### config.mk
export PLATFORM = sky130hd
export DESIGN_NAME = sfcd_top
export DESIGN_NICKNAME = d
export VERILOG_FILES = /design/src/design/sfcd_pkg.sv /design/src/design/sfcd_fifo.sv /design/src/design/sfcd_protect.sv /design/src/design/sfcd_top.sv
export VERILOG_INCLUDE_DIRS = /design/src /design/src/design
export SDC_FILE = /design/constraint.sdc
export NUM_CORES = 1
export LEC_CHECK = 0
export ABC_AREA = 1
export ABC_CLOCK_PERIOD_IN_PS = 7400
export BUFFER_PORTS_ARGS = -buffer_cell sky130_fd_sc_hd__buf_2
export CORE_UTILIZATION = 50
export DETAILED_ROUTE_END_ITERATION = 7
export GPL_TIMING_DRIVEN = 0
export PLACE_DENSITY = 0.67
export SETUP_SLACK_MARGIN = 0.4
export SLEW_MARGIN = 20
export SYNTH_ARGS = -nofsm -noshare
export SYNTH_HDL_FRONTEND = slang
export SYNTH_SLANG_ARGS = --single-unit
### constraint.sdc
create_clock -name clock_i -period 7.4 [get_ports clock_i]
set_input_delay 0.74 -clock clock_i [delete_from_list [all_inputs] [get_ports clock_i]]
set_output_delay 0.74 -clock clock_i [all_outputs]
set_load 0.005 [all_outputs]
### src/design/sfcd_defines.svh
// opcodes, byte counts, reset values and masks of the command decoder
`ifndef SFCD_DEFINES_SVH
`define SFCD_DEFINES_SVH
// ==========================================================================
// opcodes
`define SFCD_OP_WR_EN 8'h06
`define SFCD_OP_WR_DIS 8'h04
`define SFCD_OP_RD_SR1 8'h05
`define SFCD_OP_RD_SR2 8'h35
`define SFCD_OP_WR_SR 8'h01
`define SFCD_OP_PROG 8'h02
`define SFCD_OP_QPROG 8'h32
`define SFCD_OP_ERASE64 8'hD8
`define SFCD_OP_ERASE32 8'h52
`define SFCD_OP_ERASE4 8'h20
`define SFCD_OP_CHIP_A 8'hC7
`define SFCD_OP_CHIP_B 8'h60
`define SFCD_OP_SUSPEND 8'h75
`define SFCD_OP_RESUME 8'h7A
`define SFCD_OP_PDOWN 8'hB9
`define SFCD_OP_CRM_RESET 8'hFF
`define SFCD_OP_RELEASE 8'hAB
`define SFCD_OP_MFR_DEV 8'h90
`define SFCD_OP_UNIQUE 8'h4B
`define SFCD_OP_JEDEC 8'h9F
// ==========================================================================
// byte positions within an instruction (count of completed bytes)
`define SFCD_ADDR_LAST 4'h3
`define SFCD_DATA_FIRST 4'h4
`define SFCD_UID_FIRST 4'h5
`define SFCD_UID_LAST 4'hC
`define SFCD_WRSR_SHORT 4'h2
`define SFCD_WRSR_LONG 4'h3
// ==========================================================================
// reset values and erase / program spans (low address bits covered)
`define SFCD_NV1_RESET 6'h00
`define SFCD_NV2_RESET 2'h0
`define SFCD_SPAN_PAGE 21'h0000FF
`define SFCD_SPAN_4K 21'h000FFF
`define SFCD_SPAN_32K 21'h007FFF
`define SFCD_SPAN_64K 21'h00FFFF
`define SFCD_SPAN_ALL 21'h1FFFFF
`define SFCD_UNIT_SMALL 21'h001000
`define SFCD_UNIT_BIG 21'h010000
`endif

### src/design/sfcd_pkg.sv
// types shared by the serial flash command decoder
package sfcd_pkg;
  // instruction framing phase
  typedef enum logic [1:0] {PH_IDLE, PH_OPCODE, PH_BODY, PH_IGNORE}
    sfcd_phase_t;
  // operation handed to the array sequencer
  typedef enum logic [3:0] {
    OPK_NONE, OPK_PROG, OPK_QPROG, OPK_ERASE4, OPK_ERASE32, OPK_ERASE64,
    OPK_CHIP, OPK_WRSR, OPK_SUSPEND, OPK_RESUME
  } sfcd_op_t;
endpackage : sfcd_pkg

### src/design/sfcd_fifo.sv
// program data fifo with registered output stage
`timescale 1ns/100ps
module sfcd_fifo #(
  parameter int WIDTH = 8,
  parameter int DEPTH = 8
)(
  input wire logic clock_i,
  input wire logic rst_i,
  input wire logic in_valid_i,
  output logic in_ready_o,
  input wire logic [WIDTH-1:0] in_data_i,
  output logic out_valid_o,
  input wire logic out_ready_i,
  output logic [WIDTH-1:0] out_data_o
);
  localparam int AW = $clog2(DEPTH);
  logic [WIDTH-1:0] mem_q [DEPTH];
  logic [AW-1:0] wr_q, rd_q;
  logic [AW:0] cnt_q;
  logic out_valid_q;
  logic [WIDTH-1:0] out_data_q;
  // ========================================================================
  // handshakes; pointers wrap because depth is a power of two
  // the output stage is one of the depth words, so count it as held
  assign in_ready_o = (cnt_q + (AW+1)'(out_valid_q)) != (AW+1)'(DEPTH);
  wire push = in_valid_i & in_ready_o;
  wire load = (cnt_q != '0) & (~out_valid_q | out_ready_i);
  assign out_valid_o = out_valid_q;
  assign out_data_o = out_data_q;
  // storage is not reset; pointers, count and output stage are
  always_ff @(posedge clock_i)
  begin
    if (push)
      mem_q[wr_q] <= in_data_i;
  end
  // pointers, count and output stage
  always_ff @(posedge clock_i)
  begin
    if (rst_i)
    begin
      wr_q <= '0;
      rd_q <= '0;
      cnt_q <= '0;
      out_valid_q <= 1'b0;
      out_data_q <= '0;
    end
    else
    begin
      if (push)
        wr_q <= wr_q + 1'b1;
      if (load)
      begin
        rd_q <= rd_q + 1'b1;
        out_data_q <= mem_q[rd_q];
      end
      cnt_q <= cnt_q + (AW+1)'(push) - (AW+1)'(load);
      if (load)
        out_valid_q <= 1'b1;
      else if (out_ready_i)
        out_valid_q <= 1'b0;
    end
  end
endmodule : sfcd_fifo

### src/design/sfcd_protect.sv
// decodes block-protect fields into a protected range and checks overlap
`timescale 1ns/100ps
`include "sfcd_defines.svh"
module sfcd_protect (
  input wire logic small_unit_select_i,
  input wire logic bottom_select_i,
  input wire logic [2:0] protect_level_i,
  input wire logic [20:0] addr_i,
  input wire logic [20:0] span_i,
  output logic protected_o
);
  // ========================================================================
  // range size: 64KB << (level-1), or 4KB << (level-1) capped at 32KB
  wire none_p = protect_level_i == 3'b000;
  wire all_p = protect_level_i[2] & protect_level_i[1];
  wire [2:0] shift = (small_unit_select_i & protect_level_i[2]) ? 3'd3
                     : protect_level_i - 3'd1;
  wire [20:0] unit = small_unit_select_i ? `SFCD_UNIT_SMALL
                     : `SFCD_UNIT_BIG;
  wire [20:0] size_m = (unit << shift) - 21'h000001;
  // operation span, from its aligned start to its last byte
  wire [20:0] lo = addr_i & ~span_i;
  wire [20:0] hi = addr_i | span_i;
  // top range starts at 2MB minus size, bottom range ends at size-1
  wire hit = bottom_select_i ? (lo <= size_m) : (hi >= ~size_m);
  assign protected_o = ~none_p & (all_p | hit);
endmodule : sfcd_protect

### src/design/sfcd_top.sv
// serial flash instruction front end: framing, decode, ids, status, protect
// Operation
// - select falling starts; first byte is opcode
// - input sampled on rising clock, msb first
// - select rising ends the instruction
// - reads may end after any bit
// - writes abandoned unless ended on byte boundary
// - while busy, only status reads accepted
// - returned bytes shifted msb first on output
// - status byte repeats while selected
// - ABh: three dummies, then device code repeating
// - 06h sets, 04h clears latch; 01h writes status
// - 32h: address, then nibble data on four lines
// - D8h 52h 20h erase take three address bytes
// - chip erase, suspend, resume, program, power-down
// - 90h gives manufacturer/device; 9Fh gives jedec bytes
// - 4Bh with four dummies returns 64-bit id
// - 05h low status byte, 35h high byte
// - large-unit protect: 1/32 to 1/2, or all
// - small-unit protect: 4KB to 32KB top/bottom
// - manufacturer, device and 16-bit jedec codes exposed
// - writes accepted only with write latch set
// - write latch cleared at reset and cycle end
// - protected addresses refuse program and erase
`timescale 1ns/100ps
`include "sfcd_defines.svh"
module sfcd_top import sfcd_pkg::*; #(
  parameter logic [7:0] MFR_CODE = 8'h5A, // arbitrary value
  parameter logic [7:0] DEV_CODE = 8'h3C, // arbitrary value
  parameter logic [15:0] JEDEC_CODE = 16'h6B21, // arbitrary value
  parameter logic UID_FITTED = 1'b1,
  parameter logic [63:0] UNIQUE_ID = 64'h0123_4567_89AB_CDEF // arbitrary
)(
  input wire logic clock_i,
  input wire logic rst_i,
  input wire logic sclk_i,
  input wire logic cs_n_i,
  input wire logic [3:0] quad_line_i,
  output logic serial_out_o,
  output logic serial_out_oe_o,
  input wire logic array_done_i,
  output logic op_valid_o,
  output sfcd_op_t op_kind_o,
  output logic [23:0] op_addr_o,
  output logic prog_abort_o,
  output logic prog_overrun_o,
  output logic prog_valid_o,
  output logic [7:0] prog_data_o,
  input wire logic prog_ready_i,
  output logic write_latch_o,
  output logic busy_o,
  output logic [2:0] protect_level_o,
  output logic bottom_select_o,
  output logic small_unit_select_o,
  output logic quad_enable_o,
  output logic power_down_o
);
  // ==========================================================================
  // pin synchronisers: clock and select three stages, data two, so data aligns with the edge stage
  logic sclk_s0_q, sclk_s1_q, sclk_s2_q;
  logic cs_s0_q, cs_s1_q, cs_s2_q;
  logic [3:0] io_s0_q, io_s1_q;
  always_ff @(posedge clock_i)
  begin
    if (rst_i)
    begin
      {sclk_s0_q, sclk_s1_q, sclk_s2_q} <= 3'h0;
      {cs_s0_q, cs_s1_q, cs_s2_q} <= 3'h7;
      io_s0_q <= 4'h0;
      io_s1_q <= 4'h0;
    end
    else
    begin
      {sclk_s0_q, sclk_s1_q, sclk_s2_q} <= {sclk_i, sclk_s0_q, sclk_s1_q};
      {cs_s0_q, cs_s1_q, cs_s2_q} <= {cs_n_i, cs_s0_q, cs_s1_q};
      io_s0_q <= quad_line_i;
      io_s1_q <= io_s0_q;
    end
  end
  // edges seen on the second and third stages only
  wire sclk_rise = sclk_s1_q & ~sclk_s2_q;
  wire sclk_fall = ~sclk_s1_q & sclk_s2_q;
  wire cs_fall = ~cs_s1_q & cs_s2_q;
  wire cs_rise = cs_s1_q & ~cs_s2_q;
  wire serial_in = io_s1_q[0];
  // ==========================================================================
  // framing state
  sfcd_phase_t phase_q;
  logic [2:0] bit_q;
  logic [3:0] byte_q;
  logic [7:0] sh_q, op_q, wr_lo_q, wr_hi_q, tx_byte_q;
  logic [23:0] addr_q;
  logic tx_en_q, sout_q, oe_q;
  logic write_latch_q, busy_q, pdown_q, overrun_q, pushed_q;
  logic [5:0] nv1_q;
  logic [1:0] nv2_q;
  logic op_valid_q, abort_q;
  sfcd_op_t op_kind_q;
  logic [23:0] op_addr_q;
  // status bytes: volatile latch and busy below the stored fields
  wire [7:0] sr1 = {nv1_q, write_latch_q, busy_q};
  wire [7:0] sr2 = {6'h00, nv2_q};
  wire in_body = phase_q == PH_BODY;
  wire active = sclk_rise & ~cs_s1_q & (phase_q == PH_OPCODE | in_body);
  wire first = phase_q == PH_OPCODE;
  // quad program data: two clocks per byte, upper nibble first, bit7 on line 3
  wire quad_data = in_body & (op_q == `SFCD_OP_QPROG)
                   & (byte_q >= `SFCD_DATA_FIRST);
  wire [2:0] bit_next = bit_q + (quad_data ? 3'd4 : 3'd1);
  wire byte_done = active & (bit_next == 3'd0);
  wire [7:0] rx_byte = quad_data ? {sh_q[3:0], io_s1_q}
                       : {sh_q[6:0], serial_in};
  wire [3:0] byte_next = (byte_q == 4'hF) ? byte_q : byte_q + 4'h1;
  wire [7:0] op_cur = first ? rx_byte : op_q;
  // ==========================================================================
  // opcode table: known codes and the byte index where read data starts
  logic op_known;
  logic [3:0] rd_first;
  always_comb
  begin
    op_known = 1'b1;
    rd_first = 4'hF;
    case (op_cur)
      `SFCD_OP_RD_SR1, `SFCD_OP_RD_SR2, `SFCD_OP_JEDEC:
        rd_first = 4'h1;
      `SFCD_OP_RELEASE, `SFCD_OP_MFR_DEV:
        rd_first = `SFCD_DATA_FIRST;
      `SFCD_OP_UNIQUE:
        rd_first = UID_FITTED ? `SFCD_UID_FIRST : 4'hF;
      `SFCD_OP_WR_EN, `SFCD_OP_WR_DIS, `SFCD_OP_WR_SR, `SFCD_OP_PROG,
      `SFCD_OP_QPROG, `SFCD_OP_ERASE64, `SFCD_OP_ERASE32, `SFCD_OP_ERASE4,
      `SFCD_OP_CHIP_A, `SFCD_OP_CHIP_B, `SFCD_OP_SUSPEND, `SFCD_OP_RESUME,
      `SFCD_OP_PDOWN, `SFCD_OP_CRM_RESET:
        op_known = 1'b1;
      default:
        op_known = 1'b0;
    endcase
  end
  wire is_status = (op_cur == `SFCD_OP_RD_SR1) | (op_cur == `SFCD_OP_RD_SR2);
  // busy passes status reads only; power-down passes only its release
  wire op_accept = op_known & (~busy_q | is_status)
                   & (~pdown_q | op_cur == `SFCD_OP_RELEASE);
  // ==========================================================================
  // next byte to return, chosen by opcode and index of the coming byte
  wire [2:0] uid_sel = 3'(`SFCD_UID_LAST - byte_next);
  wire [63:0] uid_sh = UNIQUE_ID >> {uid_sel, 3'b000};
  // the address byte is still in flight when the first id byte is chosen
  wire dev_first = byte_next[0]
                   ^ (byte_q == `SFCD_ADDR_LAST ? rx_byte[0] : addr_q[0]);
  logic [7:0] tx_d;
  always_comb
  begin
    tx_d = 8'h00;
    case (op_cur)
      `SFCD_OP_RD_SR1: tx_d = sr1;
      `SFCD_OP_RD_SR2: tx_d = sr2;
      `SFCD_OP_RELEASE: tx_d = DEV_CODE;
      `SFCD_OP_MFR_DEV: tx_d = dev_first ? DEV_CODE : MFR_CODE;
      `SFCD_OP_UNIQUE: tx_d = uid_sh[7:0];
      `SFCD_OP_JEDEC:
        if (byte_next == 4'h1)
          tx_d = MFR_CODE;
        else if (byte_next == 4'h2)
          tx_d = JEDEC_CODE[15:8];
        else if (byte_next == 4'h3)
          tx_d = JEDEC_CODE[7:0];
      default: tx_d = 8'h00;
    endcase
  end
  wire tx_en_d = (byte_next >= rd_first)
                 & (op_cur != `SFCD_OP_UNIQUE
                    | byte_next <= `SFCD_UID_LAST);
  // ==========================================================================
  // framing: select edges open and close, rising clock shifts in
  always_ff @(posedge clock_i)
  begin
    if (rst_i)
    begin
      phase_q <= PH_IDLE;
      bit_q <= 3'h0;
      byte_q <= 4'h0;
      sh_q <= 8'h00;
      op_q <= 8'h00;
    end
    else if (cs_rise)
      phase_q <= PH_IDLE;
    else if (cs_fall)
    begin
      phase_q <= PH_OPCODE;
      bit_q <= 3'h0;
      byte_q <= 4'h0;
    end
    else if (active)
    begin
      sh_q <= rx_byte;
      bit_q <= bit_next;
      if (byte_done)
        byte_q <= byte_next;
      if (byte_done & first)
      begin
        op_q <= rx_byte;
        phase_q <= op_accept ? PH_BODY : PH_IGNORE;
      end
    end
  end
  // return path: byte loaded at each byte end, bits driven on falling clock
  always_ff @(posedge clock_i)
  begin
    if (rst_i | cs_fall)
    begin
      tx_byte_q <= 8'h00;
      tx_en_q <= 1'b0;
    end
    else if (byte_done & (~first | op_accept))
    begin
      tx_byte_q <= tx_d;
      tx_en_q <= tx_en_d;
    end
  end
  // output released at select rise; stays released on ignored opcodes
  always_ff @(posedge clock_i)
  begin
    if (rst_i | cs_rise | cs_fall)
    begin
      sout_q <= 1'b0;
      oe_q <= 1'b0;
    end
    else if (sclk_fall & ~cs_s1_q)
    begin
      sout_q <= tx_byte_q[3'd7 - bit_q];
      oe_q <= tx_en_q;
    end
  end
  // ==========================================================================
  // address and status data capture; address is high byte first
  always_ff @(posedge clock_i)
  begin
    if (rst_i)
    begin
      addr_q <= 24'h000000;
      wr_lo_q <= 8'h00;
      wr_hi_q <= 8'h00;
    end
    else if (byte_done & in_body)
    begin
      if (byte_q <= `SFCD_ADDR_LAST)
        addr_q <= {addr_q[15:0], rx_byte};
      if (byte_q == 4'h1)
        wr_lo_q <= rx_byte;
      if (byte_q == 4'h2)
        wr_hi_q <= rx_byte;
    end
  end
  // ==========================================================================
  // protection check against the operation's whole span
  wire is_prog = (op_q == `SFCD_OP_PROG) | (op_q == `SFCD_OP_QPROG);
  wire is_chip = (op_q == `SFCD_OP_CHIP_A) | (op_q == `SFCD_OP_CHIP_B);
  wire is_erase = (op_q == `SFCD_OP_ERASE4) | (op_q == `SFCD_OP_ERASE32)
                  | (op_q == `SFCD_OP_ERASE64);
  wire [20:0] span = is_chip ? `SFCD_SPAN_ALL
                     : (op_q == `SFCD_OP_ERASE64) ? `SFCD_SPAN_64K
                     : (op_q == `SFCD_OP_ERASE32) ? `SFCD_SPAN_32K
                     : (op_q == `SFCD_OP_ERASE4) ? `SFCD_SPAN_4K
                     : `SFCD_SPAN_PAGE;
  logic prot;
  sfcd_protect u_protect (
    .small_unit_select_i(nv1_q[4]),
    .bottom_select_i(nv1_q[3]),
    .protect_level_i(nv1_q[2:0]),
    .addr_i(addr_q[20:0]),
    .span_i(span),
    .protected_o(prot)
  );
  // ==========================================================================
  // program data path; a full fifo cannot stall the host, so it aborts
  wire push = byte_done & in_body & is_prog & (byte_q >= `SFCD_DATA_FIRST)
              & write_latch_q & ~prot;
  logic fifo_ready;
  sfcd_fifo #(.WIDTH(8), .DEPTH(8)) u_fifo (
    .clock_i(clock_i),
    .rst_i(rst_i),
    .in_valid_i(push),
    .in_ready_o(fifo_ready),
    .in_data_i(rx_byte),
    .out_valid_o(prog_valid_o),
    .out_ready_i(prog_ready_i),
    .out_data_o(prog_data_o)
  );
  always_ff @(posedge clock_i)
  begin
    if (rst_i | cs_fall)
    begin
      overrun_q <= 1'b0;
      pushed_q <= 1'b0;
    end
    else if (push)
    begin
      pushed_q <= 1'b1;
      if (~fifo_ready)
        overrun_q <= 1'b1;
    end
  end
  // ==========================================================================
  // completion decode at select rise
  wire on_bound = bit_q == 3'h0;
  wire wr_ok = cs_rise & in_body & on_bound & write_latch_q;
  wire do_wrsr = wr_ok & (op_q == `SFCD_OP_WR_SR)
                 & (byte_q == `SFCD_WRSR_SHORT
                    | byte_q == `SFCD_WRSR_LONG);
  wire do_erase = wr_ok & ~prot & ((is_erase & byte_q >= `SFCD_DATA_FIRST)
                  | is_chip);
  wire do_prog = wr_ok & ~prot & ~overrun_q & is_prog
                 & (byte_q > `SFCD_DATA_FIRST);
  wire do_misc = cs_rise & in_body & on_bound & ((op_q == `SFCD_OP_SUSPEND)
                 | (op_q == `SFCD_OP_RESUME));
  wire do_cycle = do_wrsr | do_erase | do_prog;
  sfcd_op_t kind_d;
  always_comb
  begin
    case (op_q)
      `SFCD_OP_PROG: kind_d = OPK_PROG;
      `SFCD_OP_QPROG: kind_d = OPK_QPROG;
      `SFCD_OP_ERASE4: kind_d = OPK_ERASE4;
      `SFCD_OP_ERASE32: kind_d = OPK_ERASE32;
      `SFCD_OP_ERASE64: kind_d = OPK_ERASE64;
      `SFCD_OP_CHIP_A, `SFCD_OP_CHIP_B: kind_d = OPK_CHIP;
      `SFCD_OP_WR_SR: kind_d = OPK_WRSR;
      `SFCD_OP_SUSPEND: kind_d = OPK_SUSPEND;
      `SFCD_OP_RESUME: kind_d = OPK_RESUME;
      default: kind_d = OPK_NONE;
    endcase
  end
  // operation hand-off to the array sequencer
  always_ff @(posedge clock_i)
  begin
    if (rst_i)
    begin
      op_valid_q <= 1'b0;
      op_kind_q <= OPK_NONE;
      op_addr_q <= 24'h000000;
      abort_q <= 1'b0;
    end
    else
    begin
      op_valid_q <= do_cycle | do_misc;
      abort_q <= cs_rise & pushed_q & ~do_prog;
      if (do_cycle | do_misc)
      begin
        op_kind_q <= kind_d;
        op_addr_q <= addr_q;
      end
    end
  end
  // status state: set of busy wins over the done clear in the same cycle
  always_ff @(posedge clock_i)
  begin
    if (rst_i)
    begin
      write_latch_q <= 1'b0;
      busy_q <= 1'b0;
      pdown_q <= 1'b0;
      nv1_q <= `SFCD_NV1_RESET;
      nv2_q <= `SFCD_NV2_RESET;
    end
    else
    begin
      if (array_done_i)
      begin
        busy_q <= 1'b0;
        write_latch_q <= 1'b0;
      end
      if (do_cycle)
        busy_q <= 1'b1;
      if (cs_rise & in_body & op_q == `SFCD_OP_WR_EN)
        write_latch_q <= 1'b1;
      if (cs_rise & in_body & op_q == `SFCD_OP_WR_DIS)
        write_latch_q <= 1'b0;
      if (do_wrsr)
      begin
        nv1_q <= wr_lo_q[7:2];
        nv2_q <= (byte_q == `SFCD_WRSR_LONG) ? wr_hi_q[1:0] : 2'h0;
      end
      if (cs_rise & in_body & op_q == `SFCD_OP_PDOWN)
        pdown_q <= 1'b1;
      if (cs_rise & in_body & op_q == `SFCD_OP_RELEASE)
        pdown_q <= 1'b0;
    end
  end
  // ==========================================================================
  // outputs, all from flip-flops
  assign serial_out_o = sout_q;
  assign serial_out_oe_o = oe_q;
  assign op_valid_o = op_valid_q;
  assign op_kind_o = op_kind_q;
  assign op_addr_o = op_addr_q;
  assign prog_abort_o = abort_q;
  assign prog_overrun_o = overrun_q;
  assign write_latch_o = write_latch_q;
  assign busy_o = busy_q;
  assign protect_level_o = nv1_q[2:0];
  assign bottom_select_o = nv1_q[3];
  assign small_unit_select_o = nv1_q[4];
  assign quad_enable_o = nv2_q[1];
  assign power_down_o = pdown_q;
endmodule : sfcd_top

Yosys cells after proc, flatten, opt, wreduce, memory -nomap -nowiden --
Memories as Yosys holds them, arrays and structs flattened. A register that Yosys moved wholly into a read port is not among the register bits. Index checks and enable logic that the tools add are counted.
Word-level totals: output and inout port bits 51, word-level logic and storage cells 254, RAM bits 64, input port bits 10, bits in registers 137, memories kept 1
Memories:
- u_fifo.mem_q | depth 8, bits a word 8, rd ports 1, clocked after memory_dff 1, wr ports 1, line sfcd_fifo.sv:17 | logic [WIDTH-1:0] mem_q [DEPTH];
Cells by class: mux-type cells 39, bitwise logic cells 84, equality and inequality tests 45, shift operators 2, reduce and logical (&&, ||, !) cells 28, add/subtract/negate cells 11, $lt $le $gt $ge 8
Operators with widths (number):
- $eq A8 B8 Y1 const B | 11
- $eq A8 B7 Y1 const B | 9
- $shr A57 B6 Y8 const A | 1
- $pmux W8 S6 | 1
- $and A1 B1 Y1 | 43
- $not A21 Y21 | 2
- $eq A8 B3 Y1 const B | 5
- $eq A8 B6 Y1 const B | 5
- $pmux W4 S9 | 1
- $and A21 B21 Y21 | 1
- $ge A21 B21 Y1 | 1
- $le A21 B21 Y1 | 1
- $mux W21 | 1
- $mux W7 | 3
- $or A1 B1 Y1 | 21
- $or A21 B21 Y21 | 1
- $shl A21 B3 Y21 | 1
- $sub A21 B1 Y21 const B | 1
- $reduce_or A20 Y1 | 1
- $mux W17 | 1
- $eq A4 B2 Y1 const B | 4
- $eq A8 B1 Y1 const B | 2
- $eq A8 B2 Y1 const B | 2
- $mux W16 | 1
- other kinds (39) | 97

Longest topological paths before layout --
word-level depth 18, mapped depth 31

Hierarchy --
From an unflattened synthesis, not the netlist that was laid out.
Unflattened totals: cell total of the unflattened synthesis 1395, area total of the unflattened synthesis 10722.8 um^2
By module, submodules not included:
- sfcd_top | sequential area each 2482.4 um^2, instances 1, area each 6140.9 um^2, cells an instance 862
- sfcd_fifo | sequential area each 2302.2 um^2, instances 1, area each 3676.0 um^2, cells an instance 372
- sfcd_protect | sequential area each 0.0 um^2, instances 1, area each 905.9 um^2, cells an instance 161

Least setup slack after synthesis --
OpenSTA, ideal clock, no wires.
path type register to register, start register nv1_q[0], end memory u_fifo.mem_q[0][0], enable pin, cell stages (with the launch flop) 26, buffers on the path 1, period minus slack after synthesis 4175 ps, arrival 3792 ps, required time 7017 ps, path slack 3225 ps, path through dfxtp_1 > inv_1 > ha_1 > clkbuf_1 > nand4_1 > ha_1 > or2_2 > nand2_1 > inv_1 > ha_1 > nand4_1 > nor2_1 > nand3_1 > nand2_1 > nand2_1 > nand3_1 > nand2_1 > nand3_1 > nand2_1 > nand2_1 > nand3_1 > nand2_2 > nand2_1 > nor2_1 > nand2_1 > nor3_1
Between the ends: cells in the longest elaborated chain, start to end 14, elaborated cells between the ends (all ways) 17
Ends and longest elaborated chain:
- start: declaration | line sfcd_top.sv:95 | logic [5:0] nv1_q;
- start signal: assignment | line sfcd_top.sv:362 | nv1_q <= `SFCD_NV1_RESET;
- start signal: assignment | line sfcd_top.sv:380 | nv1_q <= wr_lo_q[7:2];
- $sub A3 B1 Y3 | line sfcd_protect.sv:17 | : protect_level_i - 3'd1;
- $mux W3 | line sfcd_protect.sv:16 | wire [2:0] shift = (small_unit_select_i & protect_level_i[2]) ? 3'd3
- $shl A21 B3 Y21 | line sfcd_protect.sv:20 | wire [20:0] size_m = (unit << shift) - 21'h000001;
- $sub A21 B1 Y21 | line sfcd_protect.sv:20
- $not A21 Y21 | line sfcd_protect.sv:25 | wire hit = bottom_select_i ? (lo <= size_m) : (hi >= ~size_m);
- $ge A21 B21 Y1 | line sfcd_protect.sv:25
- $mux W1 | line sfcd_protect.sv:25
- $or A1 B1 Y1 | line sfcd_protect.sv:26 | assign protected_o = ~none_p & (all_p | hit);
- $and A1 B1 Y1 * | line sfcd_protect.sv:26
- $not A1 Y1 * | line sfcd_top.sv:277 | & write_latch_q & ~prot;
- $and A1 B1 Y1 * | line sfcd_top.sv:276 | wire push = byte_done & in_body & is_prog & (byte_q >= `SFCD_DATA_FIRST)
- $and A1 B1 Y1 * | line sfcd_fifo.sv:26 | wire push = in_valid_i & in_ready_o;
- named net u_fifo.push | line sfcd_fifo.sv:26
- $mux W1 * | line sfcd_fifo.sv:33 | if (push)
- $mux W1 (not written as such) * | line sfcd_fifo.sv:34 | mem_q[wr_q] <= in_data_i;
- end: declaration | line sfcd_fifo.sv:17
The timed path passes the listed nets; every way through them passes the cells marked *.

Worst setup path in the final report --
start register nv1_q[0], end memory u_fifo.mem_q[1][5], enable pin
Same word-level chain as after synthesis.

==> qor.yml <==
synth:
  yosysTopAreaCell: "dfxtp_1"
  muxShareOfSynthArea_pct: 0.09564
  ys_warn_count: 0
  synthSimpleGateAreaFrac_pct: 23.89
  synthTopCellsByArea: "dfxtp_1 27%, edfxtp_1 18%, nand2_1 8.8%"
  yosys.area.top_type_share_pct: 27.35
  synth_fa_ha_area_share_pct: 4.973
  ys_seq_area_share_pct: 45.71
  syn_nets: 1430
  avgSynthCellArea_sq_um: 7.590
  synth_compound_area_share_pct: 13.92
  synth_top_family_by_area: "simple AND/OR/NAND/NOR gates"
  synth_xor_area_share_pct: 0.8368
  syn_inst: 1379
  ys_ff_latch: 207
  synthDistinctLibCells: 48
  netlist_area_sq_um: 10470
sta:
  finalHoldViolations: 0
  period_minus_slack_ps: 5124
  setup_viol: 0
  finalSetupTns_ps: 0
  rsz0062_at_grt: "no"
  tightest_slew_ps: 884.9
  max_slew_margin_pct: 40.61
  finalMaxSlewViolations: 0
  max_freq_mhz: 195.2
  worst_hold_slack_ps: 407.5
  clock_skew_ps: 13.53
  finalCritPeriodShare_pct: 69.24
worst_setup_path:
  end_kind: "flop"
  crit_arrival_ps: 5270
  slowest_stage: "nor3_2"
  path_max_fanout: 9
  critical-path-max-stage-delay_ps: 650
  required_ps: 7540
  cp_common_cell: "nand2_1"
  path_class: "reg -> reg"
  start_kind: "flop"
  r2r_slack_ps: 2280
grt:
  grt_pass1_vias: 8695
  grt-ovfl-total: 0
  antenna_found_initial: 0
  grt_pass1_wl_mm: 45.11
  grt_use_total_pct: 26.47
  grt_max_degree: 15
route:
  dr.pass1.iters: 7
  totalWireLength_mm: 28.01
  viasPerCell: 5.256
  drc: 0
  drt_iter0_drc: 600
  wl_per_cell_um: 15.98
  vias: 9213
  ant_nets: 0
pwr:
  p_clk_share_pct: 41.1
  vdd_drop_max_mv: 0.1847
  p_leak_uw: 0.005580
  p_switching_uw: 790.3
  p_int_uw: 2037
  power.density_nw_per_um2: 237.1
  p_comb_share_pct: 15.5
  seqPwrFrac_pct: 43.5
  switching_share_pct: 27.95
clock_network:
  cts_resized: 0
  root_buffer: "clkbuf_16"
  cts_buffers: 24
  clockBufferDepth: 3
  htree_num_levels: 1
  cts.sinks: 207
  clk_pin_slew_ps: 60
  cts_tree: "done"
  post-cts-setup-buffers: 0
  clk_latency_ps: 520
  ctsHoldBuffers: 0
layout:
  nNetsFinal: 1516
  drive_above_1_share_pct: 10.72
  utilization_pct: 58.56
  register_area_sq_um: 4785
  fillers: 1874
  num_antenna_cells: 0
  area_growth_pct: 13.94
  multi_input_area_sq_um: 4614
die:
  coreArea_sq_um: 20360
  die-area_sq_um: 21520
  die_x_um: 146.7
  start_util_pct: 51.39
  die_h_um: 146.7
  io_pins: 61
  row_count: 52
job:
  cap_violations: 0
min_path:
  min_path_type: "reg -> reg"
place:
  io_buffer_count: 60
  gp_congestion: 0.9096
  dp.final_hpwl_mm: 20.35
outcome:
  status: "finished clean"
## cells in the final DEF, fill, tap and decap left out, types with 6 or more instances in the layout
cell type | synthesis | routed
nor3_2 | 0 | 8
ha_1 | 40 | 40
nor4_1 | 10 | 10
nand2_1 | 246 | 246
nor2_1 | 168 | 168
buf_2 | 6 | 66
xor2_1 | 6 | 6
o211ai_1 | 11 | 11
dfxtp_1 | 143 | 143
edfxtp_1 | 64 | 64
nand2_2 | 17 | 17
o221ai_1 | 9 | 9
nor3_1 | 23 | 15
inv_1 | 222 | 222
a21oi_1 | 103 | 103
clkbuf_1 | 42 | 44
nand4_1 | 35 | 35
nand3_1 | 51 | 51
o21ai_0 | 112 | 112
clkbuf_16 | 0 | 25
o22ai_1 | 8 | 8
## layer usage
layer | part of all wire, % | vias up | track usage [%] | wire length [um]
met5 | 0 | - | 0 | 0
met4 | 1.9 | 0 | 5.729 | 535
met3 | 7.1 | 41 | 3.906 | 1983
met2 | 45 | 293 | 43.46 | 12560
met1 | 46 | 4193 | 36.86 | 12930
li1 | - | 4686 | - | -
## worst paths after layout
check	start	to	depth (start not counted)
setup / recovery	nv1_q[0]	u_fifo.mem_q[1][5]	25
hold / removal	sclk_s0_q	sclk_s1_q	2
setup reg to reg	nv1_q[0]	u_fifo.mem_q[1][5]	25
hold reg to reg	sclk_s0_q	sclk_s1_q	2
## cells in the mapped netlist, drive strengths merged
cell type,number
o21bai,1
o221ai,9
a21o,1
ha,40
o31a,1
o32ai,2
nor2,175
a21boi,2
a21oi,103
dfxtp,143
edfxtp,64
nand3,54
o21a,3
fa,1
or2,4
and3,3
nor3,24
xnor2,4
o22ai,8
a31oi,4
a211oi,3
a311oi,1
nand2,265
o21ai,114
nand4,36
nor4,10
clkbuf,42
o31ai,2
buf,15
inv,225
xor2,6
mux2i,1
nand3b,1
a22o,1
o211ai,11
## registers in the layout, indices dropped and copies added, names as in the netlist, 2 cells and up
signal,flops
u_fifo.wr_q,3
op_kind_o,4
nv2_q,2
io_s1_q,4
u_fifo.out_data_o,8
wr_hi_q,2
op_q,8
tx_byte_q,8
u_fifo.cnt_q,4
addr_q,24
nv1_q,6
io_s0_q,4
u_fifo.mem_q,64
sh_q,7
op_addr_o,24
bit_q,3
u_fifo.rd_q,3
byte_q,4
wr_lo_q,6
phase_q,2
## critical path, delay by kind of cell (launching register included)
| kind | cells | cell delay, ps |
|---|---|---|
| DFF | 1 | 530 |
| buffers and inverters | 3 | 450 |
| and+or+nand+nor | 19 | 2920 |
| adders and majority gates | 3 | 840 |
## power by group through the flow
stage	Sequential [uW]	Combinational [uW]	Clock, uW
6_report	1230	437	1160
5_1_grt	1230	494	1230
4_1_cts	1230	435	1180
3_5_place_dp	1250	432	0
3_3_place_gp	1250	424	0
2_1_floorplan	1250	295	0
## final cells by class
class	count	share of cell area (%)
clock buffers	27	5.309
multi-input cells	890	38.69
flip-flops and latches	207	40.12
well taps	270	2.833
inverters	225	7.082
repair buffers	60	2.518
clock inverters	17	1.238
plain buffers	57	2.203
## per-stage QoR
stage / total power (uW) / cells / setup slack (ps) / instance area (sq um)
after global routing: 2952 / 1753 / 1857 / 11930
final: 2828 / 1753 / 2276 / 11930
after detailed placement: 1686 / 1709 / 2294 / 11140
after floorplan: 1544 / 1379 / 3225 / 10470
after global placement: 1677 / 1709 / 1954 / 11100
after CTS: 2840 / 1753 / 2279 / 11930
## cell families (layout without fill, tap and decap cells)
group                    after synthesis  count (layout)
multiplexers                           1               1
buffers and inverters                282             386
AO/OA/AOI/OAI                        266             266
adder cells (fa/ha/maj)               41              41
XOR/XNOR                              10              10
flip-flops                           207             207
AND/OR/NAND/NOR                      572             572
Note: power is estimated with default switching activity, not from simulation.
